### src/rtl/gpt_pkg.sv
/*
  Shared constants and types for the auxiliary timer chain block: register
  indices, control word layout, mode codes, edge codes and counter limits.
  Assumes a 100 MHz module clock and a 16-bit plain register port.
*/
package gpt_pkg;

  localparam int          DATA_W      = 16;
  localparam int          ADDR_W      = 3;
  localparam int          NUM_AUX     = 2;
  localparam int          NUM_PINS    = NUM_AUX + 1;

  // register indices on the plain port
  localparam logic [2:0]  REG_CORE_CON = 3'h0;
  localparam logic [2:0]  REG_CORE_CNT = 3'h1;
  localparam logic [2:0]  REG_AUXA_CON = 3'h2;
  localparam logic [2:0]  REG_AUXA_CNT = 3'h3;
  localparam logic [2:0]  REG_AUXB_CON = 3'h4;
  localparam logic [2:0]  REG_AUXB_CNT = 3'h5;
  localparam logic [2:0]  REG_IRQ      = 3'h6;

  // mode field codes
  localparam logic [2:0]  MODE_TIMER    = 3'h0;
  localparam logic [2:0]  MODE_COUNTER  = 3'h1;
  localparam logic [2:0]  MODE_GATED_HI = 3'h2;
  localparam logic [2:0]  MODE_GATED_LO = 3'h3;
  localparam logic [2:0]  MODE_RELOAD   = 3'h4;
  localparam logic [2:0]  MODE_CAPTURE  = 3'h5;

  // edge select codes
  localparam logic [2:0]  EDGE_PIN_RISE = 3'h1;
  localparam logic [2:0]  EDGE_PIN_FALL = 3'h2;
  localparam logic [2:0]  EDGE_PIN_ANY  = 3'h3;
  localparam logic [2:0]  EDGE_OTL_RISE = 3'h5;
  localparam logic [2:0]  EDGE_OTL_FALL = 3'h6;
  localparam logic [2:0]  EDGE_OTL_ANY  = 3'h7;

  // interrupt flag positions
  localparam int          IRQ_CORE = 0;
  localparam int          IRQ_AUXA = 1;
  localparam int          IRQ_AUXB = 2;
  localparam int          IRQ_W    = 3;

  // timer mode base rate is the module clock divided by eight
  localparam int          PSC_BASE = 8;
  localparam int          PSC_W    = 10;

  localparam logic [15:0] CNT_MAX  = 16'hFFFF;
  localparam logic [15:0] CNT_ZERO = 16'h0000;
  localparam logic [15:0] CNT_ONE  = 16'h0001;

  // control word, bit 0 upward: mode, edge select, run, down, remote, out enable
  typedef struct packed {
    logic       oe;
    logic       remote;
    logic       down;
    logic       run;
    logic [2:0] sel;
    logic [2:0] mode;
  } con_t;

  localparam int          CON_W   = $bits(con_t);
  localparam int          OTL_BIT = 8;

endpackage

### src/rtl/aux_timer_chain.sv
/*
  Core timer with two auxiliary timers: counting, concatenation through the
  overflow toggle latch, reload of the core timer and capture of the core timer.
  Assumes external pins held stable at least four clocks between changes and a
  register master that drives one strobe per cycle.
*/
`timescale 1ns/1ps
// Notes on behaviour
// - counter mode edge field picks own pin edges or toggle latch edges; X00 stops.
// - edge code 111 counts on both toggle latch transitions.
// - only overflow-driven latch changes clock auxiliary counters, never software writes.
// - both latch edges selected: auxiliary steps once per core overflow.
// - one latch edge selected: auxiliary steps every second overflow, 33 bits.
// - chained timers keep their own directions; core may time, gate or count.
// - mode 100 reloads core from auxiliary on the selected trigger edge.
// - in reload mode the auxiliary timer never counts, whatever its run bit.
// - each reload loads core and sets that auxiliary interrupt flag.
// - latch-triggered reload also sets the core interrupt flag.
// - software writes to the toggle latch never cause a reload.
// - rise-edge and fall-edge reload timers alternate, giving PWM high and low times.
// - latch drives core output line only while output enable is set.
// - both timers on same reload event: second timer's value loads core, both flags set.
// - mode 101 captures core timer into auxiliary on selected pin edge.
// - capture uses only the low two edge bits; the top bit is ignored.
// - each capture sets the capturing timer's interrupt flag.
// - remote run option lets core run bit start and stop the auxiliary timer.
module aux_timer_chain (
  input  wire logic                        i_clk,
  input  wire logic                        i_resetn,
  input  wire logic                        i_core_pin,
  input  wire logic                        i_aux_a_pin,
  input  wire logic                        i_aux_b_pin,
  input  wire logic [gpt_pkg::ADDR_W-1:0]  i_addr,
  input  wire logic [gpt_pkg::DATA_W-1:0]  i_wdata,
  input  wire logic                        i_wr,
  input  wire logic                        i_rd,
  output logic      [gpt_pkg::DATA_W-1:0]  o_rdata,
  output logic                             o_core_output_line,
  output logic      [gpt_pkg::IRQ_W-1:0]   o_irq_flags
);

  typedef struct packed {
    gpt_pkg::con_t                                  core;
    gpt_pkg::con_t [gpt_pkg::NUM_AUX-1:0]           aux;
    logic [15:0]                                    core_cnt;
    logic [gpt_pkg::NUM_AUX-1:0][15:0]              aux_cnt;
    logic                                           otl;
    logic [gpt_pkg::IRQ_W-1:0]                      irq;
    logic                                           out_line;
    logic [gpt_pkg::DATA_W-1:0]                     rdata;
  } state_t;

  state_t                           st;
  state_t                           next_st;
  logic [gpt_pkg::NUM_PINS-1:0]     pin_level;
  logic [gpt_pkg::NUM_PINS-1:0]     pin_rise;
  logic [gpt_pkg::NUM_PINS-1:0]     pin_fall;
  logic [gpt_pkg::PSC_W-1:0]        psc;
  logic                             core_evt;
  logic                             core_ovf;
  logic                             otl_rise;
  logic                             otl_fall;
  logic [gpt_pkg::NUM_AUX-1:0]      aux_run;
  logic [gpt_pkg::NUM_AUX-1:0]      aux_evt;
  logic [gpt_pkg::NUM_AUX-1:0]      reload_hit;
  logic [gpt_pkg::NUM_AUX-1:0]      cap_hit;
  logic [gpt_pkg::IRQ_W-1:0]        irq_set;
  logic [gpt_pkg::IRQ_W-1:0]        irq_clr;

  edge_sampler #(
    .N (gpt_pkg::NUM_PINS)
  ) u_pins (
    .i_clk    (i_clk),
    .i_resetn (i_resetn),
    .i_pins   ({i_aux_b_pin, i_aux_a_pin, i_core_pin}),
    .o_level  (pin_level),
    .o_rise   (pin_rise),
    .o_fall   (pin_fall)
  );

  prescale_counter u_psc (
    .i_clk    (i_clk),
    .i_resetn (i_resetn),
    .o_count  (psc)
  );

  // prescaler tick: base rate divided by two to the power of the select field
  function automatic logic psc_tick(input logic [gpt_pkg::PSC_W-1:0] cnt, input logic [2:0] sel);
    logic [gpt_pkg::PSC_W-1:0] mask;
    mask = (gpt_pkg::PSC_W'(gpt_pkg::PSC_BASE) << sel) - gpt_pkg::PSC_W'(1);
    return (cnt & mask) == mask;
  endfunction

  // edge decode shared by counting, reload and capture
  function automatic logic edge_hit(input logic [2:0] sel, input logic rise, input logic fall,
                                    input logic orise, input logic ofall);
    logic hit;
    hit = 1'b0;
    unique case (sel)
      gpt_pkg::EDGE_PIN_RISE: hit = rise;
      gpt_pkg::EDGE_PIN_FALL: hit = fall;
      gpt_pkg::EDGE_PIN_ANY:  hit = rise | fall;
      gpt_pkg::EDGE_OTL_RISE: hit = orise;
      gpt_pkg::EDGE_OTL_FALL: hit = ofall;
      gpt_pkg::EDGE_OTL_ANY:  hit = orise | ofall;
      default:                hit = 1'b0;
    endcase
    return hit;
  endfunction

  // count enable for timer, gated timer and counter modes
  function automatic logic count_hit(input gpt_pkg::con_t con, input logic tick, input logic level,
                                     input logic rise, input logic fall, input logic orise,
                                     input logic ofall);
    logic hit;
    hit = 1'b0;
    unique case (con.mode)
      gpt_pkg::MODE_TIMER:    hit = tick;
      gpt_pkg::MODE_COUNTER:  hit = edge_hit(con.sel, rise, fall, orise, ofall);
      gpt_pkg::MODE_GATED_HI: hit = tick & level;
      gpt_pkg::MODE_GATED_LO: hit = tick & ~level;
      default:                hit = 1'b0;
    endcase
    return hit;
  endfunction

  function automatic logic [15:0] step(input logic [15:0] v, input logic down);
    return down ? v - gpt_pkg::CNT_ONE : v + gpt_pkg::CNT_ONE;
  endfunction

  always_comb begin
    next_st    = st;
    irq_set    = '0;
    irq_clr    = '0;
    reload_hit = '0;
    cap_hit    = '0;
    aux_run    = '0;
    aux_evt    = '0;

    // core timer counts in its own direction
    core_evt = st.core.run &&
               count_hit(st.core, psc_tick(psc, st.core.sel), pin_level[0], pin_rise[0],
                         pin_fall[0], 1'b0, 1'b0);
    core_ovf = core_evt &&
               (st.core.down ? st.core_cnt == gpt_pkg::CNT_ZERO : st.core_cnt == gpt_pkg::CNT_MAX);
    if (core_evt) begin
      next_st.core_cnt = step(st.core_cnt, st.core.down);
    end
    // latch edges come only from hardware overflow
    otl_rise = core_ovf && !st.otl;
    otl_fall = core_ovf && st.otl;
    if (core_ovf) begin
      next_st.otl       = ~st.otl;
      irq_set[gpt_pkg::IRQ_CORE] = 1'b1;
    end

    // timer b is handled after timer a so its reload overrides
    for (int i = 0; i < gpt_pkg::NUM_AUX; i++) begin
      aux_run[i] = st.aux[i].remote ? st.core.run : st.aux[i].run;
      unique case (st.aux[i].mode)
        gpt_pkg::MODE_RELOAD: begin
          // no counting here, run bit ignored
          reload_hit[i] = edge_hit(st.aux[i].sel, pin_rise[i+1], pin_fall[i+1],
                                   otl_rise, otl_fall);
          if (reload_hit[i]) begin
            next_st.core_cnt = st.aux_cnt[i];
            irq_set[gpt_pkg::IRQ_AUXA+i] = 1'b1;
            if (st.aux[i].sel[2]) begin
              irq_set[gpt_pkg::IRQ_CORE] = 1'b1;
            end
          end
        end
        gpt_pkg::MODE_CAPTURE: begin
          cap_hit[i] = edge_hit({1'b0, st.aux[i].sel[1:0]}, pin_rise[i+1], pin_fall[i+1],
                                1'b0, 1'b0);
          if (cap_hit[i]) begin
            next_st.aux_cnt[i] = st.core_cnt;
            irq_set[gpt_pkg::IRQ_AUXA+i] = 1'b1;
          end
        end
        default: begin
          aux_evt[i] = aux_run[i] &&
                       count_hit(st.aux[i], psc_tick(psc, st.aux[i].sel), pin_level[i+1],
                                 pin_rise[i+1], pin_fall[i+1], otl_rise,
                                 otl_fall);
          if (aux_evt[i]) begin
            next_st.aux_cnt[i] = step(st.aux_cnt[i], st.aux[i].down);
          end
        end
      endcase
    end

    // software access; written counts override hardware updates
    if (i_wr) begin
      unique case (i_addr)
        gpt_pkg::REG_CORE_CON: begin
          next_st.core = gpt_pkg::con_t'(i_wdata[gpt_pkg::CON_W-1:0]);
          next_st.otl  = i_wdata[gpt_pkg::OTL_BIT];
        end
        gpt_pkg::REG_CORE_CNT: next_st.core_cnt   = i_wdata;
        gpt_pkg::REG_AUXA_CON: next_st.aux[0]     = gpt_pkg::con_t'(i_wdata[gpt_pkg::CON_W-1:0]);
        gpt_pkg::REG_AUXA_CNT: next_st.aux_cnt[0] = i_wdata;
        gpt_pkg::REG_AUXB_CON: next_st.aux[1]     = gpt_pkg::con_t'(i_wdata[gpt_pkg::CON_W-1:0]);
        gpt_pkg::REG_AUXB_CNT: next_st.aux_cnt[1] = i_wdata;
        gpt_pkg::REG_IRQ:      irq_clr            = i_wdata[gpt_pkg::IRQ_W-1:0];
        default: ;
      endcase
    end
    // a flag set in the clearing cycle survives
    next_st.irq = (st.irq & ~irq_clr) | irq_set;

    next_st.rdata = '0;
    if (i_rd) begin
      unique case (i_addr)
        gpt_pkg::REG_CORE_CON: begin
          next_st.rdata = gpt_pkg::DATA_W'(st.core) & ~(gpt_pkg::DATA_W'(1) << gpt_pkg::OTL_BIT);
          next_st.rdata[gpt_pkg::OTL_BIT] = st.otl;
        end
        gpt_pkg::REG_CORE_CNT: next_st.rdata = st.core_cnt;
        gpt_pkg::REG_AUXA_CON: next_st.rdata = gpt_pkg::DATA_W'({1'b0, st.aux[0][gpt_pkg::CON_W-2:0]});
        gpt_pkg::REG_AUXA_CNT: next_st.rdata = st.aux_cnt[0];
        gpt_pkg::REG_AUXB_CON: next_st.rdata = gpt_pkg::DATA_W'({1'b0, st.aux[1][gpt_pkg::CON_W-2:0]});
        gpt_pkg::REG_AUXB_CNT: next_st.rdata = st.aux_cnt[1];
        gpt_pkg::REG_IRQ:      next_st.rdata = gpt_pkg::DATA_W'(st.irq);
        default:               next_st.rdata = '0;
      endcase
    end

    next_st.out_line = next_st.otl & next_st.core.oe;
  end

  always_ff @(posedge i_clk) begin
    if (!i_resetn) begin
      st <= '0;
    end else begin
      st <= next_st;
    end
  end

  assign o_rdata            = st.rdata;
  assign o_core_output_line = st.out_line;
  assign o_irq_flags        = st.irq;
endmodule

### src/rtl/edge_sampler.sv
/*
  Two-flop synchroniser with edge detection for asynchronous input pins.
  Assumes each pin level holds for several clocks so that no edge is lost.
*/
`timescale 1ns/1ps
module edge_sampler #(
  parameter int N = 3
) (
  input  wire logic         i_clk,
  input  wire logic         i_resetn,
  input  wire logic [N-1:0] i_pins,
  output logic      [N-1:0] o_level,
  output logic      [N-1:0] o_rise,
  output logic      [N-1:0] o_fall
);

  typedef struct packed {
    logic [N-1:0] sync1;
    logic [N-1:0] sync2;
    logic [N-1:0] prev;
  } samp_t;

  samp_t st;
  samp_t next_st;

  always_comb begin
    next_st       = st;
    next_st.sync1 = i_pins;
    next_st.sync2 = st.sync1;
    next_st.prev  = st.sync2;
  end

  always_ff @(posedge i_clk) begin
    if (!i_resetn) begin
      st <= '0;
    end else begin
      st <= next_st;
    end
  end

  assign o_level = st.sync2;
  assign o_rise  = st.sync2 & ~st.prev;
  assign o_fall  = ~st.sync2 & st.prev;

endmodule

### src/rtl/prescale_counter.sv
/*
  Free-running prescaler count shared by all timers in timer and gated modes.
  Assumes the consumers derive one-cycle tick enables from the count.
*/
`timescale 1ns/1ps
module prescale_counter (
  input  wire logic                     i_clk,
  input  wire logic                     i_resetn,
  output logic      [gpt_pkg::PSC_W-1:0] o_count
);

  typedef struct packed {
    logic [gpt_pkg::PSC_W-1:0] count;
  } psc_t;

  psc_t st;
  psc_t next_st;

  always_comb begin
    next_st       = st;
    next_st.count = st.count + gpt_pkg::PSC_W'(1);
  end

  always_ff @(posedge i_clk) begin
    if (!i_resetn) begin
      st <= '0;
    end else begin
      st <= next_st;
    end
  end

  assign o_count = st.count;

endmodule

### config.mk
export PLATFORM = sky130hd
export DESIGN_NAME = aux_timer_chain
export DESIGN_NICKNAME = d
export VERILOG_FILES = /design/src/rtl/gpt_pkg.sv /design/src/rtl/aux_timer_chain.sv /design/src/rtl/edge_sampler.sv /design/src/rtl/prescale_counter.sv
export SDC_FILE = /design/constraint.sdc
export NUM_CORES = 1
export LEC_CHECK = 0
export BUFFER_PORTS_ARGS = -buffer_cell sky130_fd_sc_hd__buf_2
export CAP_MARGIN = 20
export CORE_ASPECT_RATIO = 1.2
export CORE_MARGIN = 1.5
export CORE_UTILIZATION = 45
export CTS_BUF_LIST = sky130_fd_sc_hd__clkbuf_16
export DETAILED_ROUTE_END_ITERATION = 8
export SLEW_MARGIN = 10
export SYNTH_ARGS = -nofsm -noshare
export SYNTH_HDL_FRONTEND = slang
export SYNTH_SLANG_ARGS = --single-unit
### constraint.sdc
create_clock -name i_clk -period 4.61 [get_ports i_clk]
set_input_delay 0.922 -clock i_clk [delete_from_list [all_inputs] [get_ports i_clk]]
set_output_delay 0.922 -clock i_clk [all_outputs]
set_load 0.01 [all_outputs]
==> flow_summary_export.csv <==
group,metric,value,unit
logic_synthesis,synth-seq-area-share,27.36,%
clock_network,clk_path_buf_depth,2,
floorplanning,core-area,18240,sq um
layout,final_common_cell,"nand2_1",
critical_path,r2r-end,"st[55]$_SDFF_PN0_",
logic_synthesis,synth_area,8414,sq um
hold_path,min_delay_worst_endpoint,"u_pins.o_level[0]$_SDFF_PN0_",
clock_network,insertion_delay,0.43,ns
placement,placedInstanceArea,8628,sq um
routing,drtPass1Iterations,6,
layout,syn2layout_area_growth,8.981,%
logic_synthesis,ys_warn_count,0,
layout,ff_latch_area,2302,sq um
grt,gr-total-overflow,0,
hold_path,hold_depth,1,
pwr,power_frac_clock,49.1,%
critical_path,required,4.97,ns
timing,slew_violations,0,
floorplanning,row_count,54,
routing,wl_per_cell,20.76,microns
outcome,outcome,"completed",
floorplanning,initial_utilization,46.12,%
floorplanning,dieArea,19530,sq um
timing,final-hold-violation-count,0,
routing,antenna_left,0,
layout,drive_gt1_share,11.25,%
timing,fin_ws,1.051,ns
layout,final_cell_area,9170,sq um
hold_path,holdCritStartpoint,"u_pins.next_st[3]$_SDFF_PN0_",
timing,period_needed,3.559,ns
timing,grt_setup_unrepaired,"no",
logic_synthesis,ys.flop_type,"dfxtp_1",
critical_path,end_kind,"register",
critical_path,slowest_delay,0.56,ns
grt,track_usage,29.33,%
clock_network,cts_resized,0,
logic_synthesis,ys_async_sr_fraction,0,%
grt,antenna_found_initial,0,
clock_network,hold_buffers,0,
routing,routed_via_density,6.176,
critical_path,rr_startpoint,"st[53]$_SDFF_PN0_",
timing,worst-slew-pin-transition,0.9751,ns
logic_synthesis,synthCells,1114,
grt,grt_pass1_wl,44060,microns
placement,place.gp.congestion,0.9423,
critical_path,crit_type,"register to register",
logic_synthesis,synth.net_count,1195,
clock_network,clock-sinks,115,
clock_network,path_clk_slew,0.06,ns
clock_network,htreeDepth,4,
critical_path,cp_max_fo,19,
routing,drc,0,
critical_path,startpoint_type,"register",
timing,setup_viol,0,
critical_path,rrSetupSlack,1.05,ns
placement,place_hpwl,20840,microns
critical_path,path_cells,"or4_1 > nor3_1 > nand4_1 > a21oi_1 > ha_1 > a221oi_1 > a31oi_2 > nand3b_1 > buf_4 > o311ai_1 > o211ai_1 > a31oi_1",
job,max_cap_viol_count,0,
pwr,p_comb_share,9.3,%
layout,fill_cells,1862,
pwr,p_seq_share,41.6,%
critical_path,ff2ff_path_depth,12,
clock_network,post_cts_buffers,0,
clock_network,tritoncts,"done",
hold_path,hold_path.class,"register to register",
floorplanning,fp.dieW,127.8,microns
pwr,powerDensity,277.0,nW/um^2
routing,via_count,8356,
layout,layout_common_cells,"nand2_1, a21oi_1, dfxtp_1, nor2_1, o21ai_0",
floorplanning,ios,46,
floorplanning,die_h,152.8,microns
timing,max_freq,281.0,MHz
layout,n_antenna_cell,0,
pwr,switching_share,27.74,%
logic_synthesis,synth_edf_count,0,
grt,grt_start_max_net_pins,35,
placement,io_buffers,45,
timing,tns,0,ns
layout,multi_input_area,5580,sq um
pwr,p_int,1.835,mW
pwr,p_switching,704.5,uW
critical_path,worstPathArrival,3.91,ns
timing,slew_headroom,34.49,%
grt,grt_pass1_vias,8014,
routing,drtIter0Drc,698,
routing,drt-total-wl,28090,microns
critical_path,crit_family,"simple AND/OR/NAND/NOR gates",
timing,finClkSkew,0.009535,ns
placement,pre_cts_ws,1.151,ns
layout,nets,1198,
critical_path,critPathBufInv,1,
pwr,ir_drop,0.2589,mV
clock_network,clockRootBuffer,"clkbuf_16",
critical_path,slowest_stage,"nand3b_1",
logic_synthesis,synthDistinctLibCells,84,
timing,period_share,77.20,%
pwr,p_leak,3.532,nW
logic_synthesis,avgSynthCellArea,7.553,sq um
logic_synthesis,ys_ff_latch,115,
clock_network,numCtsBuffers,17,
==> worst reg2reg max path: stages, from the launching register on <==
cell	delay, ns
dfxtp_1	0.41
or4_1	0.54
nor3_1	0.14
nand4_1	0.15
a21oi_1	0.31
ha_1	0.23
a221oi_1	0.11
a31oi_2	0.21
nand3b_1	0.56
buf_4	0.41
o311ai_1	0.08
o211ai_1	0.13
a31oi_1	0.19
==> cells by family after synthesis <==
kind of cell             Yosys count  share of synthesized area (%)
buffers and inverters            110                          6.320
multiplexers                      29                          3.851
AND/OR/NAND/NOR                  413                          22.81
AO/OA/AOI/OAI                    358                          27.67
flip-flops                       115                          27.36
adder cells (fa/ha/maj)           55                          8.446
XOR/XNOR                          34                          3.539
==> cell usage after synthesis, types with 9 or more instances <==
library cell    n  area, sq um
mux2i_1        20        200.2
nand4_1         9        56.30
nor3_1         25        125.1
o21ai_0        68        340.3
nor2_1        106        397.9
nand2b_1       14        87.58
a22oi_1         9        67.56
ha_1           52        650.6
a31oi_1        11        68.82
xor2_1         11        96.34
o21ai_1        17        85.08
buf_4          25        187.7
nand2_1       151        566.8
and2_1         12        75.07
o21a_1         12        90.09
dfxtp_1       115         2302
nor2b_1        14        87.58
xnor2_1        23        201.4
o211ai_1       22        165.2
a221oi_1       11        96.34
nand3_1        32        160.2
a21o_1         13        97.59
clkbuf_1       32        120.1
buf_2          13        65.06
inv_1          33        123.9
a21oi_1       115        575.6
==> power groups by stage <==
| stage | logic [mW] | clock network (mW) | registers [mW] |
|---|---|---|---|
| floorplan | 0.160 | 0 | 1.06 |
| global placement | 0.232 | 0 | 1.08 |
| detailed placement | 0.233 | 0 | 1.08 |
| CTS | 0.235 | 1.26 | 1.05 |
| global route | 0.260 | 1.31 | 1.06 |
| finish | 0.237 | 1.25 | 1.06 |
==> state kept, by name (all words and copies together) (netlist names) <==
signal              count
u_pins.st               3
u_psc.o_count          10
o_core_output_line      1
o_irq_flags             3
u_pins.o_level          3
u_pins.next_st          3
st                     76
o_rdata                16
==> cell type report <==
| cell class | instances | area share [%] |
|---|---|---|
| inverter | 34 | 1.392 |
| sequential | 115 | 25.11 |
| clock buffer | 17 | 4.639 |
| clock inverter | 14 | 1.269 |
| timing repair buffer | 60 | 3.684 |
| tap | 224 | 3.056 |
| multi-input combinational | 889 | 60.85 |
==> metal layers <==
layer  vias to the layer above  global-route usage, %  routed length [microns]
li1                       4034                      -                        -
met1                      3925                  35.96                    11630
met2                       303                  48.57                    13390
met3                        94                  4.916                     1487
met4                         0                  16.10                     1583
met5                         -                      0                        0
==> per-stage QoR <==
stage | util, % | hold WS [ns] | total power [mW] | instances
finish | 50.27 | 0.4335 | 2.540 | 1353
detailed placement | 47.30 | 0.4212 | 1.310 | 1322
global placement | 47.30 | 0.4148 | 1.309 | 1322
global route | 50.27 | 0.4482 | 2.624 | 1353
floorplan | - | 0.4119 | 1.219 | 1114
CTS | 50.27 | 0.4351 | 2.548 | 1353
==> worst max path at each step <==
stage,startpoint,cells past startpoint,slack [ns],to
6_report,st[53]$_SDFF_PN0_,12,1.05,st[55]$_SDFF_PN0_
5_1_grt,st[53]$_SDFF_PN0_,12,0.78,st[60]$_SDFF_PN0_
4_1_cts,st[53]$_SDFF_PN0_,13,1.11,st[21]$_SDFF_PN0_
3_5_place_dp,st[53]$_SDFF_PN0_,13,1.15,st[21]$_SDFF_PN0_
3_3_place_gp,st[53]$_SDFF_PN0_,13,1.18,st[21]$_SDFF_PN0_
2_1_floorplan,u_pins.o_level[0]$_SDFF_PN0_,17,1.62,st[21]$_SDFF_PN0_
Power figures use the tool's default switching activity.
